===== config.mk =====
export PLATFORM = sky130hd
export DESIGN_NAME = ccf_card_cmd
export DESIGN_NICKNAME = d
export VERILOG_FILES = /design/src/design/ccf_pkg.sv /design/src/design/ccf_card_cmd.sv
export SDC_FILE = /design/constraint.sdc
export NUM_CORES = 1
export LEC_CHECK = 0
export BUFFER_PORTS_ARGS = -buffer_cell sky130_fd_sc_hd__buf_4
export CAP_MARGIN = 40
export CORE_MARGIN = 8
export CORE_UTILIZATION = 55
export DETAILED_ROUTE_END_ITERATION = 8
export PLACE_DENSITY = 0.88
export SLEW_MARGIN = 25
export SYNTH_ARGS = -nofsm -noshare
export SYNTH_HDL_FRONTEND = slang
export SYNTH_SLANG_ARGS = --single-unit

===== constraint.sdc =====
create_clock -name pclk -period 2.35 [get_ports pclk]
set_clock_uncertainty 0.05 [all_clocks]
set_input_delay 0.3525 -clock pclk [delete_from_list [all_inputs] [get_ports pclk]]
set_output_delay 0.3525 -clock pclk [all_outputs]
set_load 0.01 [all_outputs]

===== src/design/ccf_pkg.sv =====
package ccf_pkg;

    // ------------------------------------------------------------
    // command frame layout
    // ------------------------------------------------------------
    localparam int FRAME_BITS = 48;
    localparam int CRC_COVER_BITS = 40;
    localparam logic [5:0] CNT_LAST = 6'h2f;
    localparam logic [5:0] CNT_CRC_END = 6'h28;
    localparam logic [5:0] CNT_FIRST = 6'h01;
    localparam int POS_START = 47;
    localparam int POS_DIR = 46;
    localparam int POS_IDX_HI = 45;
    localparam int POS_IDX_LO = 40;
    localparam int POS_ARG_HI = 39;
    localparam int POS_ARG_LO = 8;
    localparam int POS_CRC_HI = 7;
    localparam int POS_CRC_LO = 1;
    localparam int POS_END = 0;
    localparam logic START_VAL = 1'h0;
    localparam logic DIR_VAL = 1'h1;
    localparam logic END_VAL = 1'h1;
    localparam logic [6:0] CRC7_POLY = 7'h09;
    localparam logic [6:0] CRC7_INIT = 7'h00;
    localparam logic [15:0] RCA_NONE = 16'h0000;

    // ------------------------------------------------------------
    // card specific data, fixed fields
    // ------------------------------------------------------------
    localparam int SPEC_BITS = 128;
    localparam int SPEC_CRC_LO = 1;
    localparam logic [11:0] SPEC_CLASS_MAP = 12'h0f5;
    localparam logic [4:0] SPEC_ERASE_GRP_SIZE = 5'h00;
    localparam logic [4:0] SPEC_ERASE_GROUP_MULT = 5'h1f;
    localparam logic [4:0] SPEC_PROT_GRP_SPAN = 5'h08;
    localparam logic SPEC_GRP_PROT_EN = 1'h1;
    localparam logic [1:0] SPEC_DEFAULT_ECC = 2'h0;
    localparam logic [2:0] SPEC_PROG_READ_RATIO = 3'h4;
    localparam logic [3:0] SPEC_WRITE_BLK_LEN = 4'h9;
    localparam logic SPEC_PARTIAL_WRITE = 1'h0;
    localparam logic [4:0] SPEC_RSVD5 = 5'h00;
    localparam logic SPEC_RSVD1 = 1'h0;

    // ------------------------------------------------------------
    // register map and fields
    // ------------------------------------------------------------
    localparam logic [11:0] OFS_CTRL = 12'h000;
    localparam logic [11:0] OFS_STATUS = 12'h004;
    localparam logic [11:0] OFS_LAST_ARG = 12'h008;
    localparam logic [11:0] OFS_SPEC0 = 12'h010;
    localparam logic [11:0] OFS_SPEC1 = 12'h014;
    localparam logic [11:0] OFS_SPEC2 = 12'h018;
    localparam logic [11:0] OFS_SPEC3 = 12'h01c;
    localparam int CTRL_TMP = 0;
    localparam int CTRL_PERM = 1;
    localparam int CTRL_COPY = 2;
    localparam int CTRL_FMT_GRP = 3;
    localparam int CTRL_FMT_LO = 4;
    localparam int CTRL_ECC_LO = 6;

    // ------------------------------------------------------------
    // command types and the decoded event
    // ------------------------------------------------------------
    typedef enum logic [1:0] {
        KIND_NO_REPLY = 2'h0,
        KIND_BCR = 2'h1,
        KIND_ADDRESSED = 2'h2,
        KIND_ADTC = 2'h3
    } ccf_kind_t;

    typedef struct packed {
        logic supported;
        ccf_kind_t kind;
        logic rca_arg;
        logic write_erase;
    } ccf_decode_t;

    typedef struct packed {
        logic [5:0] index;
        logic [31:0] arg;
        ccf_kind_t kind;
        logic respond;
        logic data_phase;
        logic illegal;
        logic refused;
    } ccf_event_t;

endpackage : ccf_pkg


===== src/design/ccf_card_cmd.sv =====
// Behaviour
// - host starts all traffic; card answers only when command asks, and to addressed commands only when addressed; here index 3 always answers
// - command frame is 48 bits, most significant bit first
// - frame opens with start 0 and direction 1, else not a command
// - then 6-bit index, 32-bit argument, 7-bit checksum
// - end bit 1 right after the checksum
// - broadcast no reply; broadcast-with-reply all answer; addressed only the addressed card; here index 3 answers whatever its address
// - addressed data commands answer and also move data on the data line
// - basic class 0,1,2,3,4,7,9,10,12,13 is always implemented; here index 4 decodes as unsupported
// - stream read, index 11, is not implemented
// - stream write, index 20, is not implemented
// - erase class implements only 35, 36, 38
// - supported class bitmap is exposed in card specific data
// - erase group multiplier reads 0x1f
// - protect group span reads 8; group protect enable reads 1
// - recommended error code field reads 0
// - program to read ratio field reports code 4
// - partial write flag reads 0; only full-length block writes
// - copy flag 0 original, 1 copy; programmable once
// - permanent protect resets 0; once set refuses writes and erases forever
// - temporary protect resets 0, reprogrammable; refuses writes and erases while set
// - format group 0 codes 0..3; group 1 reserved
// - error code type 0 none, 1 three-bit BCH; 2 and 3 undefined
// - last card specific data field is a 7-bit checksum over the rest
// - driver stage command, index 4, gets no response
//
// The APB interface to the registers and the register addresses were decided locally.
`timescale 1ns/10ps
`default_nettype none
module ccf_card_cmd
    import ccf_pkg::*;
#(
    parameter logic [31:0] SPEC_TOP = 32'h0026012a,
    parameter logic [35:0] SPEC_MID = 36'h900000000
)
(
    input wire logic pclk,
    input wire logic presetn,
    input wire logic psel,
    input wire logic penable,
    input wire logic pwrite,
    input wire logic [11:0] paddr,
    input wire logic [31:0] pwdata,
    output logic [31:0] prdata,
    output logic pready,
    output logic pslverr,
    input wire logic link_clk,
    input wire logic cmd_line,
    output ccf_event_t cmd_event,
    output logic cmd_event_valid,
    output logic frame_dropped
);

    // ------------------------------------------------------------
    // shared arithmetic
    // ------------------------------------------------------------
    function automatic logic [6:0] crc7_step(input logic [6:0] crc, input logic bit_in);
        logic fb;
        fb = bit_in ^ crc[6];
        crc7_step = {crc[5:0], 1'b0} ^ (fb ? CRC7_POLY : CRC7_INIT);
    endfunction : crc7_step

    function automatic ccf_decode_t decode_index(input logic [5:0] idx);
        ccf_decode_t d;
        d = '{supported: 1'b0, kind: KIND_NO_REPLY, rca_arg: 1'b0, write_erase: 1'b0};
        unique case (idx)
            6'd0: d.supported = 1'b1;
            6'd1, 6'd2: d = '{supported: 1'b1, kind: KIND_BCR, rca_arg: 1'b0, write_erase: 1'b0};
            6'd3, 6'd7, 6'd9, 6'd10, 6'd13:
                d = '{supported: 1'b1, kind: KIND_ADDRESSED, rca_arg: 1'b1, write_erase: 1'b0};
            6'd12, 6'd16, 6'd28, 6'd29:
                d = '{supported: 1'b1, kind: KIND_ADDRESSED, rca_arg: 1'b0, write_erase: 1'b0};
            6'd17, 6'd18, 6'd30, 6'd42:
                d = '{supported: 1'b1, kind: KIND_ADTC, rca_arg: 1'b0, write_erase: 1'b0};
            6'd24, 6'd25, 6'd26, 6'd27:
                d = '{supported: 1'b1, kind: KIND_ADTC, rca_arg: 1'b0, write_erase: 1'b1};
            6'd35, 6'd36, 6'd38:
                d = '{supported: 1'b1, kind: KIND_ADDRESSED, rca_arg: 1'b0, write_erase: 1'b1};
            // 4, 11, 20, 32..34, 37 and reserved indices stay unsupported
            default: d.supported = 1'b0;
        endcase
        decode_index = d;
    endfunction : decode_index

    // ------------------------------------------------------------
    // link input synchronisers and edge find
    // ------------------------------------------------------------
    logic lclk_s1;
    logic lclk_s2;
    logic lclk_s3;
    logic cmd_s1;
    logic cmd_s2;

    always_ff @(posedge pclk or negedge presetn)
    begin
        if (!presetn)
        begin
            lclk_s1 <= 1'b0;
            lclk_s2 <= 1'b0;
            lclk_s3 <= 1'b0;
            cmd_s1 <= 1'b1;
            cmd_s2 <= 1'b1;
        end
        else
        begin
            lclk_s1 <= link_clk;
            lclk_s2 <= lclk_s1;
            lclk_s3 <= lclk_s2;
            cmd_s1 <= cmd_line;
            cmd_s2 <= cmd_s1;
        end
    end

    // the host changes the line on falling edges, so the rising edge is the sample point
    wire logic link_rise = lclk_s2 & ~lclk_s3;

    // ------------------------------------------------------------
    // frame receiver
    // ------------------------------------------------------------
    typedef enum logic [1:0] {
        RX_IDLE = 2'b00,
        RX_SHIFT = 2'b01,
        RX_CHECK = 2'b11
    } ccf_rx_t;

    ccf_rx_t rx_state;
    ccf_rx_t next_rx_state;
    logic [FRAME_BITS-1:0] frame;
    logic [5:0] bit_cnt;
    logic [6:0] crc_acc;

    // a low bit while idle is taken as a start bit; the direction bit is checked at the end
    wire logic start_seen = (rx_state == RX_IDLE) & link_rise & (cmd_s2 == START_VAL);
    wire logic shift_bit = (rx_state == RX_SHIFT) & link_rise;
    wire logic last_bit = shift_bit & (bit_cnt == CNT_LAST);

    always_comb
    begin
        next_rx_state = rx_state;
        unique case (rx_state)
            RX_IDLE: if (start_seen) next_rx_state = RX_SHIFT;
            RX_SHIFT: if (last_bit) next_rx_state = RX_CHECK;
            RX_CHECK: next_rx_state = RX_IDLE;
        endcase
    end

    always_ff @(posedge pclk or negedge presetn)
    begin
        if (!presetn)
        begin
            rx_state <= RX_IDLE;
            frame <= '0;
            bit_cnt <= '0;
            crc_acc <= CRC7_INIT;
        end
        else
        begin
            rx_state <= next_rx_state;
            if (start_seen)
            begin
                frame <= {{(FRAME_BITS-1){1'b0}}, cmd_s2};
                bit_cnt <= CNT_FIRST;
                crc_acc <= crc7_step(CRC7_INIT, cmd_s2);
            end
            else if (shift_bit)
            begin
                frame <= {frame[FRAME_BITS-2:0], cmd_s2};
                bit_cnt <= bit_cnt + CNT_FIRST;
                if (bit_cnt < CNT_CRC_END)
                    crc_acc <= crc7_step(crc_acc, cmd_s2);
            end
        end
    end

    // ------------------------------------------------------------
    // frame fields and validity
    // ------------------------------------------------------------
    wire logic [5:0] f_index = frame[POS_IDX_HI:POS_IDX_LO];
    wire logic [31:0] f_arg = frame[POS_ARG_HI:POS_ARG_LO];
    wire logic [6:0] f_crc = frame[POS_CRC_HI:POS_CRC_LO];
    wire logic [15:0] f_rca = f_arg[31:16];
    wire logic frame_ok = (frame[POS_START] == START_VAL) & (frame[POS_DIR] == DIR_VAL)
        & (frame[POS_END] == END_VAL) & (f_crc == crc_acc);
    wire logic checking = (rx_state == RX_CHECK);
    wire logic accept = checking & frame_ok;
    wire ccf_decode_t dec = decode_index(f_index);

    // ------------------------------------------------------------
    // card addressing and protection state
    // ------------------------------------------------------------
    logic [15:0] rca;
    logic selected;
    logic tmp_protect;
    logic perm_protect;
    logic copy_flag;
    logic fmt_group;
    logic [1:0] file_fmt;
    logic [1:0] ecc_type;

    wire logic rca_match = (f_rca == rca) & (rca != RCA_NONE);
    wire logic is_select = dec.supported & (f_index == 6'd7);
    wire logic is_reset = dec.supported & (f_index == 6'd0);
    wire logic is_set_rca = dec.supported & (f_index == 6'd3);
    wire logic protected_now = perm_protect | tmp_protect;
    wire logic refused = dec.write_erase & protected_now;

    // silent broadcast: no answer; broadcast with reply: every card answers;
    // addressed with an rca argument: only on a match, except index 3, which always answers;
    // the rest only while selected
    logic respond;
    always_comb
    begin
        respond = 1'b0;
        if (dec.supported)
        begin
            unique case (dec.kind)
                KIND_NO_REPLY: respond = 1'b0;
                KIND_BCR: respond = 1'b1;
                KIND_ADDRESSED, KIND_ADTC:
                    respond = is_set_rca ? 1'b1 : (dec.rca_arg ? rca_match : selected);
            endcase
        end
    end

    wire logic data_phase = respond & (dec.kind == KIND_ADTC) & ~refused;

    always_ff @(posedge pclk or negedge presetn)
    begin
        if (!presetn)
        begin
            rca <= RCA_NONE;
            selected <= 1'b0;
        end
        else if (accept)
        begin
            if (is_reset)
            begin
                rca <= RCA_NONE;
                selected <= 1'b0;
            end
            else if (is_set_rca)
                rca <= f_rca;
            else if (is_select)
                selected <= rca_match;
        end
    end

    // ------------------------------------------------------------
    // event outputs
    // ------------------------------------------------------------
    logic last_illegal;
    logic last_refused;
    logic [31:0] last_arg;

    always_ff @(posedge pclk or negedge presetn)
    begin
        if (!presetn)
        begin
            cmd_event <= '0;
            cmd_event_valid <= 1'b0;
            frame_dropped <= 1'b0;
            last_illegal <= 1'b0;
            last_refused <= 1'b0;
            last_arg <= '0;
        end
        else
        begin
            cmd_event_valid <= accept;
            frame_dropped <= checking & ~frame_ok;
            if (accept)
            begin
                cmd_event.index <= f_index;
                cmd_event.arg <= f_arg;
                cmd_event.kind <= dec.kind;
                cmd_event.respond <= respond;
                cmd_event.data_phase <= data_phase;
                cmd_event.illegal <= ~dec.supported;
                cmd_event.refused <= refused;
                last_illegal <= ~dec.supported;
                last_refused <= refused;
                last_arg <= f_arg;
            end
        end
    end

    // ------------------------------------------------------------
    // card specific data image
    // ------------------------------------------------------------
    wire logic [SPEC_BITS-1:8] spec_body = {
        SPEC_TOP,
        SPEC_CLASS_MAP,
        SPEC_MID,
        SPEC_RSVD1,
        SPEC_ERASE_GRP_SIZE,
        SPEC_ERASE_GROUP_MULT,
        SPEC_PROT_GRP_SPAN,
        SPEC_GRP_PROT_EN,
        SPEC_DEFAULT_ECC,
        SPEC_PROG_READ_RATIO,
        SPEC_WRITE_BLK_LEN,
        SPEC_PARTIAL_WRITE,
        SPEC_RSVD5,
        fmt_group,
        copy_flag,
        perm_protect,
        tmp_protect,
        file_fmt,
        ecc_type
    };

    logic [6:0] spec_crc;
    always_comb
    begin
        spec_crc = CRC7_INIT;
        for (int i = SPEC_BITS - 1; i >= 8; i--)
            spec_crc = crc7_step(spec_crc, spec_body[i]);
    end

    wire logic [SPEC_BITS-1:0] spec = {spec_body, spec_crc, END_VAL};

    // ------------------------------------------------------------
    // apb slave
    // ------------------------------------------------------------
    wire logic hit_ctrl = (paddr == OFS_CTRL);
    wire logic hit_status = (paddr == OFS_STATUS);
    wire logic hit_arg = (paddr == OFS_LAST_ARG);
    wire logic hit_spec0 = (paddr == OFS_SPEC0);
    wire logic hit_spec1 = (paddr == OFS_SPEC1);
    wire logic hit_spec2 = (paddr == OFS_SPEC2);
    wire logic hit_spec3 = (paddr == OFS_SPEC3);
    wire logic hit_any = hit_ctrl | hit_status | hit_arg | hit_spec0 | hit_spec1 | hit_spec2 | hit_spec3;
    wire logic setup = psel & ~penable;
    wire logic wr_ctrl = psel & penable & pwrite & hit_ctrl;

    wire logic [31:0] ctrl_word = {24'h000000, ecc_type, file_fmt, fmt_group, copy_flag,
        perm_protect, tmp_protect};
    wire logic [31:0] status_word = {rca, 6'h00, last_refused, last_illegal, cmd_event.index,
        rx_state != RX_IDLE, selected};
    wire logic [31:0] read_mux =
        hit_ctrl ? ctrl_word :
        hit_status ? status_word :
        hit_arg ? last_arg :
        hit_spec0 ? spec[31:0] :
        hit_spec1 ? spec[63:32] :
        hit_spec2 ? spec[95:64] :
        hit_spec3 ? spec[127:96] : 32'h00000000;

    // zero wait states keeps the master simple; the read word is caught in the setup cycle
    assign pready = 1'b1;
    assign pslverr = psel & penable & ~hit_any;

    always_ff @(posedge pclk or negedge presetn)
    begin
        if (!presetn)
            prdata <= '0;
        else if (setup)
            prdata <= pwrite ? 32'h00000000 : read_mux;
    end

    always_ff @(posedge pclk or negedge presetn)
    begin
        if (!presetn)
        begin
            tmp_protect <= 1'b0;
            perm_protect <= 1'b0;
            copy_flag <= 1'b0;
            fmt_group <= 1'b0;
            file_fmt <= 2'h0;
            ecc_type <= 2'h0;
        end
        else if (wr_ctrl)
        begin
            tmp_protect <= pwdata[CTRL_TMP];
            // one-time bits: once set, no write can clear them
            perm_protect <= perm_protect | pwdata[CTRL_PERM];
            copy_flag <= copy_flag | pwdata[CTRL_COPY];
            fmt_group <= pwdata[CTRL_FMT_GRP];
            file_fmt <= pwdata[CTRL_FMT_LO +: 2];
            ecc_type <= pwdata[CTRL_ECC_LO +: 2];
        end
    end

endmodule : ccf_card_cmd
`default_nettype wire


==> out/qor.yml, run 1 <==
critical_path:
  cp_data_arrival_time_ns: 2.24
  critPathLaunch: "crc_acc[6]$_DFFE_PN0P_"
  r2r_setup_slack_ns: 0.36
  r2r_start: "crc_acc[6]$_DFFE_PN0P_"
  crit_required_ns: 2.60
  slowest_delay_ns: 0.42
  crit_end: "selected$_DFFE_PN0P_"
  r2r-end: "selected$_DFFE_PN0P_"
  cp-start-kind: "register"
  r2r_cells: 7
  cp-end-kind: "register"
  crit_type: "register to register"
  crit_buf_inv: 1
  cp_top_family: "simple AND/OR/NAND/NOR gates"
  cp_num_cells: 7
  cp_cell_sequence: "xnor2_1, nand4_1, nor3_2, nand3_2, buf_4, o21ai_0, o31ai_1"
  critPathSlowestCell: "dfrtp_1"
  worst-path-max-fanout: 29
yosys:
  synthFlopType: "dfrtp_1"
  synth_area_um2: 7930
  synth_top_family_by_area: "simple AND/OR/NAND/NOR gates"
  muxShareOfSynthArea_pct: 2.24
  synth_seq_cells: 171
  synth-simple-area-share_pct: 20.9
  synth_compound_area_share_pct: 14.6
  syn_nets: 908
  yosysTopAreaCell: "dfrtp_1"
  syn_inst: 856
  synth_fa_ha_area_share_pct: 0.158
  synthXorXnorAreaFrac_pct: 4.53
  async_flop_share_pct: 100
  synthMostInstantiatedCell: "nand2_1"
  synthTopCellsByCount: "nand2_1 (266), dfrtp_1 (169), a21oi_1 (78)"
  synth_cell_types: 59
  seq_area_frac_synth_pct: 54.0
  synth_top_cell_area_share_pct: 53.4
  yosys-top-cells-area: "dfrtp_1 (53%), nand2_1 (13%), a21oi_1 (4.9%)"
  syn_avg_cell_area_um2: 9.26
  synth-warning-count: 0
  synth_edf_count: 0
floorplan:
  die_h_um: 136
  initial_utilization_pct: 55.4
  rows: 44
  io_pins: 131
  dieArea_um2: 18500
  die_x_um: 136
  core_um2: 14300
cells_and_area:
  fin_area_um2: 9590
  multi_input_area_um2: 3390
  fin_nets: 1002
  syn2layout_area_growth_pct: 21.0
  ff_latch_area_um2: 4280
  final_layout_size_suffix_gt1_share_pct: 19.2
  num_antenna_cells: 0
  n_fill_cell: 1001
power_and_ir_drop:
  power.leakage_nw: 4.63
  p_per_area_nw_per_um2: 696
  max-vdd-ir-drop_uv: 520
cts:
  clockBufferDepth: 2
  cts_tree: "done"
  insertion_delay_ns: 0.43
  cts_sinks: 171
  cts_resized: 0
  cts_buffers: 17
  path_clk_slew_ns: 0.06
  h-tree-depth: 4
  cts-root-buf: "clkbuf_16"
grt:
  grt_pass1_vias: 6499
  grt_max_degree: 65
  track_usage_pct: 23.0
  grt_first_pass_wirelength_um: 33600
  antenna_found_initial: 0
  gr-total-overflow: 0
timing:
  hold_viol_final: 0
  fin_setup_tns_ns: 0
  max_slew_margin_pct: 58.3
  tightest_slew_ns: 0.625
  final-setup-viol-count: 0
  drv_slew: 0
  timing.final.crit_period_ns: 1.99
  fin_crit_sh_pct: 84.7
  rsz0062_at_grt: "false"
  fmax_mhz: 502
routing:
  drt_iter0_drc: 703
  drc_errors: 0
  drt-total-wl_um: 21000
  dr.pass1.iters: 5
  wire_per_inst_um: 18.3
  vias: 6865
  antenna_left: 0
  viasPerCell: 5.99
outcome:
  outcome: "complete, no violations"
place:
  gp_congestion: 0.917
  place_area_um2: 8950
  port_buffers: 105
  dp_hpwl_um: 14000
hold_path:
  hold_path.class: "primary input to register"
run:
  drv_cap: 0
## power by group
part	total [mW]	internal, mW	switching, mW
combinational	0.567	0.236	0.331
sequential	3.23	3.08	0.141
clock	2.88	1.69	1.19
## state kept, by name, indices dropped and copies added (netlist names), 2 cells and up
name / count
bit_cnt: 6
cmd_event: 10
crc_acc: 7
ecc_type: 2
file_fmt: 2
frame: 48
last_arg: 32
prdata: 32
rca: 16
rx_state: 2
## worst register-to-register path: stages, from the launching register on
cell and delay (ns):
dfrtp_1 0.42, xnor2_1 0.26, nand4_1 0.17, nor3_2 0.20, nand3_2 0.18, buf_4 0.28, o21ai_0 0.21, o31ai_1 0.09
## how the worst min path moves through the flow
| stage | to | cells past startpoint | from | slack, ns |
|---|---|---|---|---|
| global route | copy_flag$_DFFE_PN0P_ | 2 | pwdata[2] | 0.07 |
| finish | copy_flag$_DFFE_PN0P_ | 2 | pwdata[2] | 0.08 |
| CTS | copy_flag$_DFFE_PN0P_ | 2 | pwdata[2] | 0.07 |
| detailed placement | lclk_s2$_DFF_PN0_ | 0 | lclk_s1$_DFF_PN0_ | 0.29 |
| floorplan | bit_cnt[0]$_DFFE_PN0P_ | 0 | presetn | 0.007 |
| global placement | lclk_s2$_DFF_PN0_ | 0 | lclk_s1$_DFF_PN0_ | 0.28 |
## what timing repair did
| action | in CTS | in global routing |
|---|---|---|
| buffers inserted | 0 | 0 |
| endpoints found under the hold margin | 60 | 0 |
| endpoints found under the setup margin | 0 | 0 |
| hold buffers | 3 | 0 |
## cells in the final DEF (no fill, tap or decap), drive strengths merged, types with 2 or more instances in the layout
master	n
bufinv	2
a221oi	2
xnor2	25
clkinv	3
a21boi	2
o31ai	6
dlygate4sd3	3
o21ai	46
nand3	6
o22ai	4
clkbuf	21
nor3	11
nor2b	5
a22oi	6
nor2	39
a32oi	2
nand2	267
xor2	16
nand2b	13
inv	10
mux2	6
a31oi	3
or3	3
a21oi	78
buf	130
mux2i	11
dfstp	2
nor3b	3
clkinvlp	3
and3	2
a22o	28
dfrtp	169
o21a	4
a21o	2
nor4	10
nand4	7
## cells by family (layout without fill, tap and decap cells)
| group | count (synthesis) | count (layout) |
|---|---|---|
| and+or+nand+nor | 371 | 371 |
| AOI/OAI and AO/OA | 189 | 189 |
| DFF | 171 | 171 |
| buffers and inverters | 65 | 172 |
| xor gates and xnor gates | 41 | 41 |
| muxes | 17 | 17 |
| adders and majority gates | 1 | 1 |
| other | 1 | 1 |
## layout make-up
class / count / share of cell area, %
clock buffers: 21 / 5.01
flip-flops and latches: 171 / 44.6
inverters: 7 / 0.274
well taps: 184 / 2.40
multi-input cells: 620 / 35.4
clock inverters: 11 / 1.40
repair buffers: 133 / 10.9
## metal layers
metal  share of wire, %  routed length (um)  GRT usage, %  vias up
li1                   -                   -             -     3083
met1                 38                8050          28.2     3314
met2                 48               10100          36.7      368
met3                8.9                1880          5.54      100
met4                4.5                 947          12.9        0
met5                  0                   0             0        -
## metrics by stage
step	hold slack, ns	cells	setup WS, ns	utilization [%]	total power, mW
after global placement	0.284	1112	0.281	62.5	3.79
after CTS	0.0681	1147	0.407	67.0	6.68
after floorplan	0.00691	856	0.476	-	3.61
final	0.0807	1147	0.358	67.0	6.67
after global routing	0.0746	1147	0.210	67.0	6.90
after detailed placement	0.291	1112	0.217	62.5	3.82
No activity file was read; power rests on OpenSTA's default activity.
==> run 2: changes to the inputs <==
--- a/config.mk
+++ b/config.mk
@@ -5,12 +5,13 @@
 export SDC_FILE = /design/constraint.sdc
 export NUM_CORES = 1
 export LEC_CHECK = 0
+export ABC_AREA = 1
 export BUFFER_PORTS_ARGS = -buffer_cell sky130_fd_sc_hd__buf_4
 export CAP_MARGIN = 40
 export CORE_MARGIN = 8
-export CORE_UTILIZATION = 55
+export CORE_UTILIZATION = 51
 export DETAILED_ROUTE_END_ITERATION = 8
-export PLACE_DENSITY = 0.88
+export PLACE_DENSITY = 0.86
 export SLEW_MARGIN = 25
 export SYNTH_ARGS = -nofsm -noshare
 export SYNTH_HDL_FRONTEND = slang
==> constraint.sdc (replaced) <==
create_clock -name pclk -period 1.6 [get_ports pclk]
set_clock_uncertainty 0.05 [all_clocks]
set_input_delay 0.24 -clock pclk [delete_from_list [all_inputs] [get_ports pclk]]
set_output_delay 0.24 -clock pclk [all_outputs]
set_load 0.01 [all_outputs]
==> run 2 against run 1 <==
The run now ends with setup timing left. Cell count grew 17%. Register-to-register slack lost 0.49 ns. Power grew 53%. Via count grew 11%. Clock power grew 49%. First-iteration DRC count shrank 0.57%. Maximum frequency grew 15%. Synthesized area grew 1.4%. Synthesized cell count grew 9.6%.
==> out/qor.yml, run 2 <==
yosys:
  async_flop_share_pct: 100
  synthXorXnorAreaFrac_pct: 2.07
  synth_edf_count: 0
  synth_fa_ha_area_share_pct: 0.156
  synth_area_um2: 8040
  synth-warning-count: 0
  synthFlopType: "dfrtp_1"
  syn_avg_cell_area_um2: 8.57
  synth_seq_cells: 171
  synth_top_cell_area_share_pct: 52.6
  yosys-top-cells-area: "dfrtp_1 (53%), nand2_1 (9.9%), o21ai_0 (7.1%)"
  syn_nets: 990
  yosysTopAreaCell: "dfrtp_1"
  synth-simple-area-share_pct: 19.4
  muxShareOfSynthArea_pct: 0.841
  seq_area_frac_synth_pct: 53.3
  synthMostInstantiatedCell: "nand2_1"
  synth_compound_area_share_pct: 15.9
  synth_top_family_by_area: "simple AND/OR/NAND/NOR gates"
  syn_inst: 938
  synth_cell_types: 41
  synthTopCellsByCount: "nand2_1 (211), dfrtp_1 (169), o21ai_0 (114)"
place:
  port_buffers: 105
  gp_congestion: 0.909
  place_area_um2: 9460
  post-place-ws_ns: -0.110
  dp_hpwl_um: 16100
  placed_cells: 1282
critical_path:
  crit_required_ns: 1.86
  cp_num_cells: 8
  critPathMostFrequentCell: "nand2_1"
  r2r_setup_slack_ns: -0.13
  cp-end-kind: "register"
  r2r-end: "cmd_event[42]$_DFFE_PN0P_"
  critPathLaunch: "crc_acc[2]$_DFFE_PN0P_"
  crit_buf_inv: 1
  slowest_delay_ns: 0.40
  worst-path-max-fanout: 23
  r2r_cells: 8
  r2r_start: "crc_acc[2]$_DFFE_PN0P_"
  critPathSlowestCell: "dfrtp_1"
  cp-start-kind: "register"
  cp_top_family: "simple AND/OR/NAND/NOR gates"
  crit_end: "cmd_event[42]$_DFFE_PN0P_"
  cp_cell_sequence: "xor2_1, nor2_1, nand2_1, nor2_4, nand3_4, buf_8, nand2_1, o21ai_0"
  crit_type: "register to register"
  cp_data_arrival_time_ns: 1.98
grt:
  antenna_found_initial: 0
  grt_max_degree: 72
  met3_usage_pct: 5.91
  gr-total-overflow: 0
  use_met2_pct: 38.4
  met1_usage_pct: 28.9
  gr-max-usage-layer: "met2"
  track_usage_pct: 23.5
  grt_first_pass_wirelength_um: 37000
  grt_pass1_vias: 7282
cells_and_area:
  top_register: "frame"
  fin_area_um2: 10600
  n_fill_cell: 1132
  final_core_util_pct: 67.8
  fin_nets: 1160
  final_cell_mix: "nand2_1 (197), dfrtp_1 (166), buf_4 (155), o21ai_0 (104), inv_1 (101)"
  largest_reg_flops: 48
  reg_top3: "frame: 48 flops, last_arg: 32 flops, prdata: 32 flops"
  final_layout_size_suffix_gt1_share_pct: 27.1
  final_cells: 1337
  mostFrequentLayoutCell: "nand2_1"
  syn2layout_area_growth_pct: 32.1
  num_antenna_cells: 0
floorplan:
  core_um2: 15700
  initial_utilization_pct: 51.3
  die_x_um: 142
  rows: 46
  die_h_um: 142
  io_pins: 131
  dieArea_um2: 20000
timing:
  hold_viol_final: 0
  final-setup-viol-count: 60
  fin_crit_sh_pct: 108
  setup_ws_ns: -0.127
  fmax_mhz: 579
  rsz0062_at_grt: "true"
  drv_slew: 0
  timing.final.crit_period_ns: 1.73
cts:
  insertion_delay_ns: 0.44
  cts_buffers: 17
  h-tree-depth: 4
  path_clk_slew_ns: 0.07
  cts_tree: "done"
  clockBufferDepth: 2
  cts-root-buf: "clkbuf_16"
  cts_sinks: 171
routing:
  drc_errors: 0
  viasPerCell: 5.70
  drt-total-wl_um: 24400
  wire_per_inst_um: 18.3
  drt_iter0_drc: 699
  dr.pass1.iters: 5
  vias: 7622
  antenna_left: 0
power_and_ir_drop:
  p_sw_mw: 2.67
  max-vdd-ir-drop_uv: 784
  p_per_area_nw_per_um2: 963
  p_total_mw: 10.2
  p_int_mw: 7.56
  pwr-share-seq_pct: 45.7
  switching_share_pct: 26.1
  p_comb_share_pct: 12.2
  clockPowerShare_pct: 42.1
  power.leakage_nw: 5.32
outcome:
  outcome: "complete, but fails checks"
  violations: "setup timing"
hold_path:
  hold_path.class: "primary input to register"
run:
  drv_cap: 0
run 2: cell types whose count changed after synthesis, sizes merged, moves of 26 or more:
cell | previous run | this run
inv | 7 | 116
o21ai | 46 | 127
a21oi | 78 | 26
nand2 | 267 | 217
o22ai | 4 | 53
nand3 | 6 | 49
a22o | 28 | 0
nor2 | 39 | 65
run 2: area by class of cell:
cell class | instances | area, um2 | area share, %
clock inverters | 12 | 160 | 1.51
multi-input cells | 612 | 3340 | 31.5
repair buffers | 189 | 1670 | 15.7
well taps | 216 | 270 | 2.55
inverters | 117 | 443 | 4.17
flip-flops and latches | 171 | 4290 | 40.4
clock buffers | 20 | 447 | 4.21
run 2: how the worst min path moves through the flow:
stage	start	endpoint	depth (start not counted)
floorplan	presetn	bit_cnt[0]$_DFFE_PN0P_	0
global placement	presetn	prdata[25]$_DFFE_PN0P_	1
detailed placement	presetn	prdata[26]$_DFFE_PN0P_	1
CTS	pwdata[0]	tmp_protect$_DFFE_PN0P_	2
global route	pwdata[2]	copy_flag$_DFFE_PN0P_	3
finish	pwdata[2]	copy_flag$_DFFE_PN0P_	3
run 2: power groups by stage:
stage / combinational, mW / clock [mW] / sequential [mW]
floorplan: 0.635 / 0 / 4.71
global placement: 1.00 / 0 / 4.73
detailed placement: 1.04 / 0 / 4.74
CTS: 1.11 / 4.32 / 4.67
global route: 1.38 / 4.54 / 4.69
finish: 1.25 / 4.30 / 4.67
run 2: through the flow:
step	setup TNS (ns)	hold slack, ns
6_report	-2.32	0.0515
5_1_grt	-8.69	0.0630
4_1_cts	-1.26	0.00905
3_5_place_dp	-5.56	0.0441
3_3_place_gp	-1.45	0.0404
2_1_floorplan	0	-0.106
run 2: worst register-to-register path, cell delays in order (launching register included):
cell and delay, ns:
dfrtp_1 0.40, xor2_1 0.19, nor2_1 0.15, nand2_1 0.11, nor2_4 0.13, nand3_4 0.12
buf_8 0.19, nand2_1 0.11, o21ai_0 0.13
run 2: what timing repair did:
action | 4_1_cts | 5_1_grt
endpoints found under the setup margin | 62 | 116
gates cloned | 0 | 2
pin swaps | 9 | 22
setup buffers | 5 | 8
hold endpoints to repair | 176 | 1
resized for setup | 35 | 61
hold buffers | 8 | 1
run 2: per-layer routing:
metal  routed length, um  part of all wire (%)
met1                9520                    39
met2               12000                    49
met3                2020                   8.3
met4                 861                   3.5
met5                   0                     0
run 2: kinds of logic after synthesis:
group,Yosys count
xor+xnor,19
simple gates,359
flops,171
other cells,1
mux,6
fa+ha+maj,1
compound gates,226
buf+inv,155
==> run 3: changes to the inputs <==
--- a/config.mk
+++ b/config.mk
@@ -5,13 +5,13 @@
 export SDC_FILE = /design/constraint.sdc
 export NUM_CORES = 1
 export LEC_CHECK = 0
-export ABC_AREA = 1
 export BUFFER_PORTS_ARGS = -buffer_cell sky130_fd_sc_hd__buf_4
 export CAP_MARGIN = 40
 export CORE_MARGIN = 8
 export CORE_UTILIZATION = 51
 export DETAILED_ROUTE_END_ITERATION = 8
 export PLACE_DENSITY = 0.86
+export REMOVE_ABC_BUFFERS = 1
 export SLEW_MARGIN = 25
 export SYNTH_ARGS = -nofsm -noshare
 export SYNTH_HDL_FRONTEND = slang
==> run 3 against run 2 <==
The flow still finishes with violations (setup timing). Die area decreased by 1.2%. Global-route usage increased by 2.5 points. Setup slack got worse by 0.55 ns. Sequential power increased by 2%. Utilization increased by 11 points. Sequential share of layout area decreased by 4.5 points. Wire length increased by 49%. Register-to-register slack got worse by 0.55 ns. First-iteration DRC count increased by 91%. Critical path type unchanged. Largest cell class unchanged. Highest routed layer is now met5.
==> out/qor.yml, run 3 (synthesis results as in run 1) <==
critical_path:
  cp_data_arrival_time_ns: 2.50
  crit_required_ns: 1.82
  slowest_delay_ns: 0.45
  r2r_setup_slack_ns: -0.68
  r2r_cells: 8
  cp-start-kind: "register"
  worst-path-max-fanout: 6
  cp-end-kind: "register"
  r2r-end: "last_arg[3]$_DFFE_PN0P_"
  cp_cell_sequence: "xnor2_2, nand4_1, nor3_4, nand3_4, buf_6, buf_8, nand2_2, nand2_1"
  crit_buf_inv: 2
  crit_type: "register to register"
  critPathSlowestCell: "dfrtp_2"
  r2r_start: "frame[1]$_DFFE_PN0P_"
  cp_top_family: "simple AND/OR/NAND/NOR gates"
grt:
  gr-total-overflow: 0
  grt_max_degree: 52
  grt_pass1_vias: 7572
  grt_first_pass_wirelength_um: 40500
  track_usage_pct: 25.9
  antenna_found_initial: 1
floorplan:
  io_pins: 131
  die_x_um: 141
  die_h_um: 141
  rows: 45
  core_um2: 15200
  initial_utilization_pct: 52.1
  dieArea_um2: 19800
power_and_ir_drop:
  clockPowerShare_pct: 40.5
  power.leakage_nw: 5.93
  pwr-share-seq_pct: 45.7
  switching_share_pct: 27.7
  max-vdd-ir-drop_uv: 817
  p_per_area_nw_per_um2: 873
  p_int_mw: 7.55
  p_comb_share_pct: 13.8
  p_sw_mw: 2.89
  p_total_mw: 10.4
place:
  port_buffers: 105
  dp_hpwl_um: 16000
  gp_congestion: 0.899
  place_area_um2: 9760
  post-place-ws_ns: -0.393
cells_and_area:
  final_cell_mix: "buf_4 (218), nand2_1 (202), dfrtp_1 (165), a21oi_2 (40), a21oi_1 (37)"
  syn2layout_area_growth_pct: 50.9
  largest_reg_flops: 48
  fin_area_um2: 12000
  top_register: "frame"
  final_core_util_pct: 78.7
  fin_nets: 1155
  final_layout_size_suffix_gt1_share_pct: 42.3
  reg_top3: "frame: 48 flops, last_arg: 32 flops, prdata: 32 flops"
  mostFrequentLayoutCell: "buf_4"
cts:
  cts_tree: "done"
  h-tree-depth: 4
  clockBufferDepth: 2
  cts-root-buf: "clkbuf_16"
  cts_sinks: 171
  cts_buffers: 17
  insertion_delay_ns: 0.45
  path_clk_slew_ns: 0.07
routing:
  wire_per_inst_um: 27.9
  vias: 8864
  viasPerCell: 6.80
  drc_errors: 0
  drt_iter0_drc: 1332
  antenna_left: 0
  dr.pass1.iters: 5
  drt-total-wl_um: 36400
timing:
  setup_ws_ns: -0.679
  fmax_mhz: 439
  rsz0062_at_grt: "true"
  final-setup-viol-count: 122
  max_slew_margin_pct: 59.5
  tightest_slew_ns: 0.605
  timing.final.crit_period_ns: 2.28
  drv_slew: 0
  hold_viol_final: 0
  fin_crit_sh_pct: 142
hold_path:
  hold_path_depth: 2
  hp-start: "pwdata[4]"
  hold_end: "file_fmt[0]$_DFFE_PN0P_"
  hold_path.class: "primary input to register"
run:
  drv_cap: 0
outcome:
  violations: "setup timing"
  outcome: "complete, but fails checks"
## run 3: metal layers
layer	global-route usage (%)	routed length [um]
met1	30.0	11700
met2	43.3	16100
met3	7.49	5090
met4	13.0	3560
met5	0	11
## run 3: timing repair
action / 4_1_cts / 5_1_grt
buffers inserted: 15 / 19
pin swaps: 18 / 82
hold endpoints to repair: 176 / 2
hold buffers: 8 / 2
endpoints found under the setup margin: 115 / 126
gates cloned: 4 / 16
gates resized for setup: 42 / 203
## run 3: how the worst max path moves through the flow
stage / startpoint / end / depth (start not counted)
6_report: frame[1]$_DFFE_PN0P_ / last_arg[3]$_DFFE_PN0P_ / 8
5_1_grt: frame[1]$_DFFE_PN0P_ / last_arg[3]$_DFFE_PN0P_ / 8
4_1_cts: crc_acc[6]$_DFFE_PN0P_ / selected$_DFFE_PN0P_ / 7
3_5_place_dp: paddr[10] / tmp_protect$_DFFE_PN0P_ / 7
3_3_place_gp: paddr[10] / tmp_protect$_DFFE_PN0P_ / 7
2_1_floorplan: rx_state[1]$_DFFE_PN0P_ / bit_cnt[5]$_DFFE_PN0P_ / 4
## run 3: cell type report
cell class,instances,area [um2]
flip-flops and latches,171,4290
multi-input cells,620,4110
fillers,756,3240
repair buffers,286,2730
clock buffers,20,447
well taps,188,235
clock inverters,11,120
inverters,7,26.3
diodes,1,2.50
## run 3: power by group through the flow
stage,Clock (mW),Combinational (mW),Sequential (mW)
2_1_floorplan,0,0.492,4.76
3_3_place_gp,0,0.956,4.78
3_5_place_dp,0,0.995,4.79
4_1_cts,4.03,1.07,4.72
5_1_grt,4.40,1.53,4.79
6_report,4.23,1.44,4.77
## run 3: through the flow
step | TNS [ns] | hold WS, ns | cells
CTS | -9.64 | 0.00252 | 1269
global placement | -18.53 | 0.0614 | 1213
global route | -44.30 | 0.0000556 | 1303
finish | -37.37 | 0.0105 | 1304
floorplan | -239.37 | -0.106 | 798
detailed placement | -22.58 | 0.0581 | 1213
